## config.mk

```make
export PLATFORM = sky130hd
export DESIGN_NAME = tts_status_regs
export DESIGN_NICKNAME = d
export VERILOG_FILES = /design/src/design/tts_pkg.sv /design/src/design/tts_addr_decode.sv /design/src/design/tts_status_regs.sv
export SDC_FILE = /design/constraint.sdc
export NUM_CORES = 1
export LEC_CHECK = 0
export BUFFER_PORTS_ARGS = -buffer_cell sky130_fd_sc_hd__buf_2
export CORE_UTILIZATION = 46
export CTS_CLUSTER_DIAMETER = 200
export CTS_CLUSTER_SIZE = 8
export DETAILED_ROUTE_END_ITERATION = 12
export HOLD_SLACK_MARGIN = 0.02
export PLACE_DENSITY = 0.85
export SYNTH_ARGS = -nofsm -noshare
export SYNTH_HDL_FRONTEND = slang
export SYNTH_SLANG_ARGS = --single-unit
export TNS_END_PERCENT = 20
```

## constraint.sdc

```tcl
create_clock -name pclk -period 1.9 [get_ports pclk]
set_clock_uncertainty 0.05 [all_clocks]
set_input_delay 0.095 -clock pclk [delete_from_list [all_inputs] [get_ports pclk]]
set_output_delay 0.095 -clock pclk [all_outputs]
set_load 0.03 [all_outputs]
```

## src/design/tts_pkg.sv

```systemverilog
// Constants for the touch tracker status register bank.
// Assumes a 32-bit APB slave at 100 MHz pclk, asynchronous active-low reset.
package tts_pkg;

    // Byte addresses of the special register window
    localparam logic [15:0] TTS_OFS_TRACK0    = 16'h7000;
    localparam logic [15:0] TTS_OFS_TRACK1    = 16'h7004;
    localparam logic [15:0] TTS_OFS_TRACK2    = 16'h7008;
    localparam logic [15:0] TTS_OFS_TRACK3    = 16'h700C;
    localparam logic [15:0] TTS_OFS_TRACK4    = 16'h7010;
    localparam logic [15:0] TTS_OFS_MQ_READ   = 16'h7014;
    localparam logic [15:0] TTS_OFS_MQ_WRITE  = 16'h7018;

    // Field layout of a tracker word
    localparam int          TTS_VAL_LSB       = 16;
    localparam int          TTS_VAL_W         = 16;
    localparam int          TTS_TAG_LSB       = 0;
    localparam int          TTS_TAG_W         = 8;
    localparam int          TTS_POINTS        = 5;

    // Reset values
    localparam logic [31:0] TTS_RST_TRACK     = 32'h0000_0000;
    localparam logic [31:0] TTS_RST_MQ_READ   = 32'h0000_0000;

endpackage : tts_pkg

```

## src/design/tts_addr_decode.sv

```systemverilog
// Address decoder for the special register window.
// Assumes a word-aligned byte address from an APB slave.
`timescale 1ns/100ps
module tts_addr_decode
    import tts_pkg::*;
(
    // Address in
    input  wire logic [15:0] addr,
    // Decode out
    output      logic [2:0]  reg_index,
    output      logic        hit
);

    // Map each special address except the write pointer to its register index
    always_comb begin
        reg_index = 3'h0;
        hit       = 1'b1;
        case (addr)
            TTS_OFS_TRACK0:  reg_index = 3'h0;
            TTS_OFS_TRACK1:  reg_index = 3'h1;
            TTS_OFS_TRACK2:  reg_index = 3'h2;
            TTS_OFS_TRACK3:  reg_index = 3'h3;
            TTS_OFS_TRACK4:  reg_index = 3'h4;
            TTS_OFS_MQ_READ: reg_index = 3'h5;
            default:         hit       = 1'b0;
        endcase
    end

endmodule : tts_addr_decode

```

## src/design/tts_status_regs.sv

```systemverilog
// Touch tracker status register bank with APB slave port.
// Assumes coprocessor and touch engine drive update strobes synchronous to pclk.
//
// Chosen here: the APB interface to the registers.
`timescale 1ns/100ps
module tts_status_regs
    import tts_pkg::*;
(
    // Clock and reset
    input  wire logic        pclk,
    input  wire logic        presetn,
    // APB slave
    input  wire logic        psel,
    input  wire logic        penable,
    input  wire logic        pwrite,
    input  wire logic [15:0] paddr,
    input  wire logic [31:0] pwdata,
    input  wire logic [3:0]  pstrb,
    output      logic [31:0] prdata,
    output      logic        pready,
    output      logic        pslverr,
    // Tracker updates from the coprocessor
    input  wire logic [4:0]  track_update,
    input  wire logic [15:0] track_value [TTS_POINTS],
    input  wire logic [7:0]  track_tag   [TTS_POINTS],
    // Touch engine mode
    input  wire logic        capacitive_touch_engine_extended,
    // Media queue read pointer from the consumer
    input  wire logic        mq_read_update,
    input  wire logic [31:0] mq_read_addr
);

    typedef enum logic [1:0] {
        TTS_IDLE   = 2'b00,
        TTS_ANSWER = 2'b01
    } tts_state_t;

    tts_state_t  state;
    tts_state_t  next_state;
    logic [31:0] track      [TTS_POINTS];
    logic [31:0] next_track [TTS_POINTS];
    logic [31:0] media_queue_read_ptr;
    logic [31:0] next_media_queue_read_ptr;
    logic [31:0] next_prdata;
    logic        next_pready;
    logic        next_pslverr;
    logic [2:0]  reg_index;
    logic        hit;

    // Pack value and tag into a tracker word, reserved bits zero
    function automatic logic [31:0] tts_pack(input logic [15:0] val, input logic [7:0] tag);
        logic [31:0] w;
        w = 32'h0000_0000;
        w[TTS_VAL_LSB +: TTS_VAL_W] = val;
        w[TTS_TAG_LSB +: TTS_TAG_W] = tag;
        return w;
    endfunction : tts_pack

    // Point 0 always live; points 1-4 only in extended mode
    function automatic logic tts_point_live(input logic [2:0] idx, input logic ext);
        return (idx == 3'h0) || ext;
    endfunction : tts_point_live

    tts_addr_decode u_decode (
        .addr      (paddr),
        .reg_index (reg_index),
        .hit       (hit)
    );

    // Status storage; only hardware updates it, bus writes never reach it
    always_comb begin
        for (int i = 0; i < TTS_POINTS; i++) begin
            next_track[i] = track[i];
            if (track_update[i]) begin
                if (tts_point_live(3'(i), capacitive_touch_engine_extended)) begin
                    next_track[i] = tts_pack(track_value[i], track_tag[i]);
                end
            end
        end
        next_media_queue_read_ptr = media_queue_read_ptr;
        if (mq_read_update) begin
            next_media_queue_read_ptr = mq_read_addr;
        end
    end

    always_ff @(posedge pclk or negedge presetn) begin
        if (!presetn) begin
            for (int i = 0; i < TTS_POINTS; i++) begin
                track[i] <= TTS_RST_TRACK;
            end
            media_queue_read_ptr <= TTS_RST_MQ_READ;
        end else begin
            track                <= next_track;
            media_queue_read_ptr <= next_media_queue_read_ptr;
        end
    end

    // APB answer: one wait state, registered outputs
    always_comb begin
        next_state   = state;
        next_prdata  = prdata;
        next_pready  = 1'b0;
        next_pslverr = 1'b0;
        case (state)
            TTS_IDLE: begin
                if (psel && !penable) begin
                    next_state = TTS_ANSWER;
                end
            end
            TTS_ANSWER: begin
                if (pready) begin
                    // Access ends here; error flag must not outlive ready
                    next_state = TTS_IDLE;
                end else if (psel && penable) begin
                    next_pready  = 1'b1;
                    // Write pointer address is not ours: answered as unmapped
                    next_pslverr = !hit;
                    next_prdata  = 32'h0000_0000;
                    // Writes complete with no effect on storage
                    if (!pwrite && hit) begin
                        if (reg_index == 3'h5) begin
                            next_prdata = media_queue_read_ptr;
                        end else if (tts_point_live(reg_index, capacitive_touch_engine_extended)) begin
                            next_prdata = track[reg_index];
                        end
                    end
                end
            end
            default: next_state = TTS_IDLE;
        endcase
    end

    always_ff @(posedge pclk or negedge presetn) begin
        if (!presetn) begin
            state   <= TTS_IDLE;
            prdata  <= 32'h0000_0000;
            pready  <= 1'b0;
            pslverr <= 1'b0;
        end else begin
            state   <= next_state;
            prdata  <= next_prdata;
            pready  <= next_pready;
            pslverr <= next_pslverr;
        end
    end

endmodule : tts_status_regs

```

Word-level counts from Yosys, hierarchy flattened --
Cells that the tools add are included.
Word-level totals: register bits 188, input port bits 216, output and inout port bits 34, logic and storage cells 56
Operators by class: order comparisons 1, equal/unequal tests 10, multiplexer cells 17, bitwise operators 2, reductions and logical operators 16
Operators by type and width (count):
- 32-bit 2-to-1 mux | 5
- 32-bit binary-select mux with 3-bit select | 1
- 16-bit by 15-bit equality test with 1-bit output (second input constant) | 6
- 3-bit one-hot mux with 5 select lines | 1
- 2-bit AND reduction | 5
- 1-bit 2-to-1 mux | 7
- 6-bit OR reduction | 1
- 4-bit greater-or-equal comparator (second input constant) | 1
- 2-bit 2-to-1 mux | 2
- 2-bit != test (second input constant) | 2
- 3-bit inverter with 4-bit output | 1
- 2-bit one-hot mux with 2 select lines | 1
- 3-bit equality test (second input constant) | 1
- 1-bit logical AND | 3
- 1-bit logical NOT | 3
- 3-bit logical NOT | 1
- 3-bit AND reduction | 1
- 2-bit by 1-bit equality test with 1-bit output (second input constant) | 1
- 2-bit logical NOT | 1
- 1-bit logical OR | 1
- 1-bit inverter | 1

Logic depth before layout (Yosys ltp) --
Gate-level depths: netlist (run 1).
depth after elaboration 9, depth in mapped cells 8, gate-level depth less buffers 5

Hierarchy --
Synthesis (run 1) repeated with hierarchy kept, for this count alone.
Unflattened totals: cell total of the unflattened synthesis 566, area, all modules 7971.4 um2
By module, submodules not included:
- tts_status_regs | instances 1, cells an instance 555, area an instance 7881.3 um2, sequential area each 4679.5 um2
- tts_addr_decode | instances 1, cells an instance 11, area an instance 90.1 um2, sequential area each 0.0 um2

Worst setup path before layout (run 1) --
OpenSTA, ideal clock, no wires.
path kind register -> register, from register pready, to register prdata[0], setup time 0.069 ns, arrival 1.984 ns, slack -0.203 ns, cell stages (with the launch flop) 8, buffers on the path 2, period minus slack after synthesis 2.103 ns, path through dfrtp_1 -> nand4b_2 -> or2_4 -> or3_1 -> buf_2 -> buf_4 -> a211o_1 -> nand3_1
Between the ends: longest elaborated chain between the ends 2
Ends and longest elaborated chain:
- from (decl) | RTL line tts_status_regs.sv:20 | output logic pready,
- from (signal assigned) | RTL line tts_status_regs.sv:142 | pready <= next_pready;
- 1-bit inverter (no line)
- 3-bit AND reduction (no line)
- to (signal assigned) | RTL line tts_status_regs.sv:141 | prdata <= next_prdata;
- to (decl) | RTL line tts_status_regs.sv:19 | output logic [31:0] prdata,
Every way passes these cells. A chain may end at the register's enable or synchronous reset.

Final worst setup path (run 1) --
from register pready, to register prdata[24]
Same word-level chain as after synthesis.

==> results of run 1 <==
power groups by stage:
| stage | registers, mW | clock network (mW) | logic, mW |
|---|---|---|---|
| finish | 4.69 | 4.12 | 1.50 |
| global route | 4.73 | 4.34 | 1.61 |
| CTS | 4.66 | 4.17 | 1.45 |
| detailed placement | 4.73 | 0 | 1.17 |
| global placement | 4.70 | 0 | 1.13 |
| floorplan | 4.67 | 0 | 0.689 |
layer usage:
metal | up-vias | share of wire, % | track usage, %
met2 | 307 | 53 | 53.4
li1 | 2970 | - | -
met1 | 3380 | 38 | 32.9
met3 | 71 | 4.8 | 5.37
met5 | - | 0 | 0
met4 | 0 | 4.3 | 14.9
worst paths after layout:
kind                            slack, ns                      end       from  cells after the start
worst max-delay path               0.0002               prdata[24]     pready                      8
worst min-delay path                 0.20                track[36]    presetn                      2
worst max register to register     0.0002               prdata[24]     pready                      8
worst min register to register       0.44               prdata[18]  track[18]                      2
max in group asynchronous            0.98  media_queue_read_ptr[2]    presetn                      3
min in group pclk                    0.25                  pslverr   paddr[8]                      5
registers in the layout, summed over array words and instances, names as in the netlist:
register              flops
pslverr                   1
media_queue_read_ptr     32
pready                    1
state                     1
prdata                   32
track                   120
layout by cell type, fill, tap and decap left out, types with 2 or more instances in the layout:
cell / netlist / final
mux2i_1: 23 / 23
inv_1: 2 / 2
buf_12: 0 / 7
dlygate4sd3_1: 0 / 155
dfrtp_1: 187 / 186
inv_6: 0 / 5
buf_2: 10 / 212
nand2_1: 32 / 32
a22oi_2: 0 / 6
clkbuf_16: 0 / 19
diode_2: 0 / 2
a22oi_1: 24 / 18
a211oi_1: 2 / 2
buf_4: 2 / 27
mux2_2: 152 / 152
a21oi_1: 24 / 24
nand4_1: 2 / 2
nor2_1: 2 / 2
buf_6: 1 / 5
nand3_1: 24 / 24
nand2b_1: 2 / 2
nor4_4: 2 / 2
a211o_1: 24 / 24
bufinv_16: 0 / 6
a22o_1: 9 / 9
clkinv_4: 0 / 2
a2bb2oi_1: 24 / 24
kinds of logic (layout without fill, tap and decap cells):
kind of cell           Yosys count  after routing
flip-flops                     187            187
multiplexers                   175            175
AO/OA/AOI/OAI                  110            110
AND/OR/NAND/NOR                 75             75
buffers and inverters           45            443
other                            0              2
repair_timing:
action | CTS | global route
resized for setup | 2 | 9
endpoints found under the setup margin | 7 | 30
hold buffers | 155 | 0
endpoints found under the hold margin | 213 | 0
gates cloned | 0 | 3
setup buffers | 1 | 2
pin swaps | 1 | 19
critical path: cells and delay by family (launching register included):
kind | cells | cell delay (ns)
flip-flops | 1 | 0.41
AND/OR/NAND/NOR | 4 | 0.80
AO/OA/AOI/OAI | 1 | 0.07
buffers and inverters | 3 | 0.49
cell type report:
cell class	count	area, um^2
fillers	1080	5260
well taps	225	282
inverters	2	7.51
diodes	2	5.00
clock buffers	17	425
repair buffers	409	3080
flip-flops and latches	187	4680
clock inverters	15	258
multi-input cells	360	3250
through the flow:
| stage | hold slack [ns] | cell area, um^2 |
|---|---|---|
| 6_report | 0.204 | 12000 |
| 5_1_grt | 0.240 | 12000 |
| 4_1_cts | 0.187 | 11900 |
| 3_5_place_dp | 0.0965 | 9610 |
| 3_3_place_gp | 0.0954 | 9610 |
| 2_1_floorplan | -0.251 | 8090 |
==> results.toml, run 1 <==
[timing]
rsz0062_at_grt = "yes"
fmax_mhz = 526
tightest_slew_ns = 0.622
maxSlewViolCount = 0
min_period_ns = 1.90
fin_ws_ns = 0.000245
hold_viol = 0
finalSetupViolCount = 0
fin_crit_sh_pct = 100
finalSetupTns_ns = 0
max_slew_margin_pct = 58.5

[grt]
antenna_found_initial = 1
grt_max_degree = 68
grt_usage_pct = 29.4
grt_pass1_vias = 7502
grt-ovfl-total = 0
grt_pass1_wl_mm = 39.7

[power_and_ir_drop]
p_comb_share_pct = 14.5
seq_power_share_pct = 45.5
p_clk_share_pct = 40.0
power_leakage_nw = 5.56
power_switching_mw = 2.50
swShare_pct = 24.2
internal_power_mw = 7.80
p_per_area_nw_per_um2 = 860
power_mw = 10.3
vdd_drop_max_mv = 0.652

[synth]
yosys.cell_types.count = 33
synth_area_leaders = "dfrtp_1, mux2_2, mux2i_1"
synth_top_family_by_area = "multiplexers"
synthTopCellsByCount = "dfrtp_1, mux2_2, nand2_1"
synth_fa_ha_area_share_pct = 0
synthCells = 592
yosys.cell_count.top_type = "dfrtp_1"
async_reset_ff_share_pct = 100
syn_nets = 808
synth-simple-area-share_pct = 5.03
yosys_warnings = 0
synth_compound_area_share_pct = 10.5
netlist_area_um2 = 8070
yosysSeqAreaShare_pct = 58.0
synth_flop_cell = "dfrtp_1"
yosysTopAreaCellShare_pct = 58.0
synth_seq_cells = 187
synth_mux_area_share_pct = 24.1
synth_xor_area_share_pct = 0
yosysTopAreaCell = "dfrtp_1"
syn_avg_cell_area_um2 = 13.6
synth_edf_count = 0

[worst_setup_path]
path_class = "reg -> reg"
path_cells = "nand4b_4 > or2_4 > buf_6 > nor4_4 > buf_6 > clkbuf_16 > a22oi_2 > nand3_1"
path_max_fanout = 8
crit_path_frequent_cell = "buf_6"
startpoint_type = "flop"
crit_arrival_ns = 2.21
slowest_stage = "dfrtp_2"
cp_data_required_time_ns = 2.21
end_kind = "flop"
max_stage_delay_ns = 0.41

[placement]
place.gp.congestion = 0.828
dp_hpwl_mm = 15.0
pre_cts_ws_ns = -0.0329
dpl.cell_count = 1022
io_buffers = 213

[worst_hold_path]
hold_class = "in -> async"

[cts]
cts_tree = "yes"
htree_levels = 4
cts_buffers = 17
path_clk_slew_ns = 0.07
root_buffer = "clkbuf_16"
clock_path_buffers = 2
cts_sinks = 187
clock_latency_ns = 0.43

[finish]
fin_nets = 1193
final_cells = 1217
area_delta_synth_final_pct = 48.5
final_core_util_pct = 69.5
drive_gt1_share_pct = 45.9

[floorplanning]
core_region_area_um2 = 17200
start_util_pct = 46.8
num_io_pins = 250
rows = 48
die_area_um2 = 18100
die_y_um = 134
die_w_um = 134

[detailed_routing]
drc = 0
viasPerCell = 5.53
routed_wirelength_mm = 26.2
firstDrtPassIters = 5
antenna_left = 0
vias = 6728
drt-wirelength-per-cell_um = 21.5
drt-initial-drc-count = 432

[run]
cap_violations = 0

[outcome]
outcome = "completed"
(Power assumes the default switching activity.)
==> run 2: changes to the inputs <==
- MAX_ROUTING_LAYER: not set -> met4
- PLACE_DENSITY: 0.85 -> 0.8
==> run 2 against run 1 <==
- hold slack got worse by 0.087 ns
- clock power fell by 17%
- sequential share of layout area rose by 0.59 points
- first-iteration DRC count fell by 12%
- register-to-register slack about the same
- wire length decreased by 6.4%
- critical path type unchanged
==> results.toml, run 2 (synthesis results as in run 1) <==
[finish]
n_fill_cell = 1162
final_area_um2 = 11800
final_core_util_pct = 68.5
largest_reg_flops = 120
drive_gt1_share_pct = 45.1
largestRegisters = "track x120, media_queue_read_ptr x32, prdata x32"
top_register = "track"
area_delta_synth_final_pct = 46.3
fin_nets = 1189
mostFrequentLayoutCells = "buf_2, dfrtp_1, dlygate4sd3_1"
final_common_cell = "buf_2"

[power_and_ir_drop]
swShare_pct = 26.5
p_per_area_nw_per_um2 = 809
vdd_drop_max_mv = 0.660
p_comb_share_pct = 15.5
power_switching_mw = 2.53
p_clk_share_pct = 35.7
internal_power_mw = 7.01
seq_power_share_pct = 48.8
power_leakage_nw = 5.48
power_mw = 9.55

[grt]
antenna_found_initial = 2
grt_usage_pct = 28.4
grt-ovfl-total = 0
grt_pass1_vias = 7063
grt_max_degree = 64
grt_pass1_wl_mm = 36.9

[cts]
htree_levels = 4
cts_buffers = 17
clock_path_buffers = 2
root_buffer = "clkbuf_16"
clock_latency_ns = 0.44
path_clk_slew_ns = 0.08
cts_sinks = 187
cts_tree = "yes"

[detailed_routing]
vias = 6516
antenna_left = 0
viasPerCell = 5.38
drt-wirelength-per-cell_um = 20.2
firstDrtPassIters = 5
drt-initial-drc-count = 380
routed_wirelength_mm = 24.5
drc = 0

[worst_setup_path]
slowest_stage = "dfrtp_2"
crit_arrival_ns = 2.21
cp_data_required_time_ns = 2.22
crit_path_frequent_cell = "buf_6"
path_cells = "nand4b_4 > or2_4 > buf_6 > nor4_4 > buf_6 > clkbuf_16 > a22oi_1 > nand3_1"
max_stage_delay_ns = 0.40
path_class = "reg -> reg"
startpoint_type = "flop"
end_kind = "flop"
path_max_fanout = 8

[placement]
dp_hpwl_mm = 15.0
place.gp.congestion = 0.850
post_dp_cell_area_um2 = 9600
pre_cts_ws_ns = -0.0276
io_buffers = 213

[run]
cap_violations = 0

[timing]
min_period_ns = 1.89
fin_ws_ns = 0.0122
finalSetupViolCount = 0
rsz0062_at_grt = "yes"
hold_viol = 0
max_slew_margin_pct = 60.1
tightest_slew_ns = 0.598
maxSlewViolCount = 0
finalSetupTns_ns = 0
fin_crit_sh_pct = 99.4
fmax_mhz = 530

[floorplanning]
rows = 48
start_util_pct = 46.8
die_y_um = 134
core_region_area_um2 = 17200
num_io_pins = 250
die_area_um2 = 18100
die_w_um = 134

[worst_hold_path]
hold_class = "in -> async"

[outcome]
outcome = "completed"
==> run 2: cell count changes in the layout (fill, tap and decap cells not counted) <==
cell / change
inv_6: +1
clkinv_8: +1
inv_8: +2
buf_12: +1
clkinv_2: +1
clkinv_4: -1
a22oi_1: +5
buf_4: -3
clkinvlp_4: +1
buf_6: -2
a22oi_2: -5
bufinv_16: -6
==> run 2: routing by layer <==
layer  wire (um)  GRT usage [%]  up-vias  part of all wire, %
met5           0              -        -                    0
met4         798           11.9        0                  3.3
met3        1280           5.48       54                  5.2
met2       12800           48.6      260                   52
met1        9600           32.7     3255                   39
li1            -              -     2947                    -
==> run 2: final cells by class <==
class                      count  area (um^2)  area share, %
sequential                   187         4680           39.7
multi-input combinational    360         3220           27.3
timing repair buffer         405         3050           25.9
clock buffer                  17          425           3.61
tap                          225          282           2.39
clock inverter                14          129           1.09
inverter                       2         7.51         0.0636
antenna                        2         5.00         0.0424
==> run 2: power by group through the flow <==
stage / Clock [mW] / Sequential [mW] / Combinational, mW
6_report: 3.40 / 4.66 / 1.48
5_1_grt: 3.61 / 4.71 / 1.59
4_1_cts: 3.45 / 4.65 / 1.46
3_5_place_dp: 0 / 4.72 / 1.20
3_3_place_gp: 0 / 4.70 / 1.18
2_1_floorplan: 0 / 4.67 / 0.689
==> run 2: path summary, 6_finish.rpt <==
check	start	endpoint	slack (ns)	cells after the start
hold / removal	presetn	track[119]	0.12	2
hold reg to reg	track[5]	prdata[5]	0.43	2
setup / recovery	pready	prdata[2]	0.01	8
min in group pclk	paddr[6]	pslverr	0.19	5
max in group asynchronous	presetn	pready	0.97	3
setup reg to reg	pready	prdata[2]	0.01	8
==> run 2: worst max-delay path: cells and delay by family, from the launching register on <==
kind / cells / cell delay (ns)
AO/OA/AOI/OAI: 1 / 0.07
buffers and inverters: 3 / 0.49
flip-flops: 1 / 0.40
AND/OR/NAND/NOR: 4 / 0.82
==> run 2: metrics by stage <==
stage,hold slack (ns),cells
global placement,0.0221,1020
floorplan,-0.251,592
CTS,0.111,1206
finish,0.116,1212
global route,0.159,1212
detailed placement,0.0212,1020
==> run 2: timing repair <==
action | 4_1_cts | 5_1_grt
resized for setup | 0 | 4
setup buffers | 0 | 1
endpoints found under the setup margin | 0 | 23
endpoints found under the hold margin | 340 | 0
hold buffers | 155 | 0
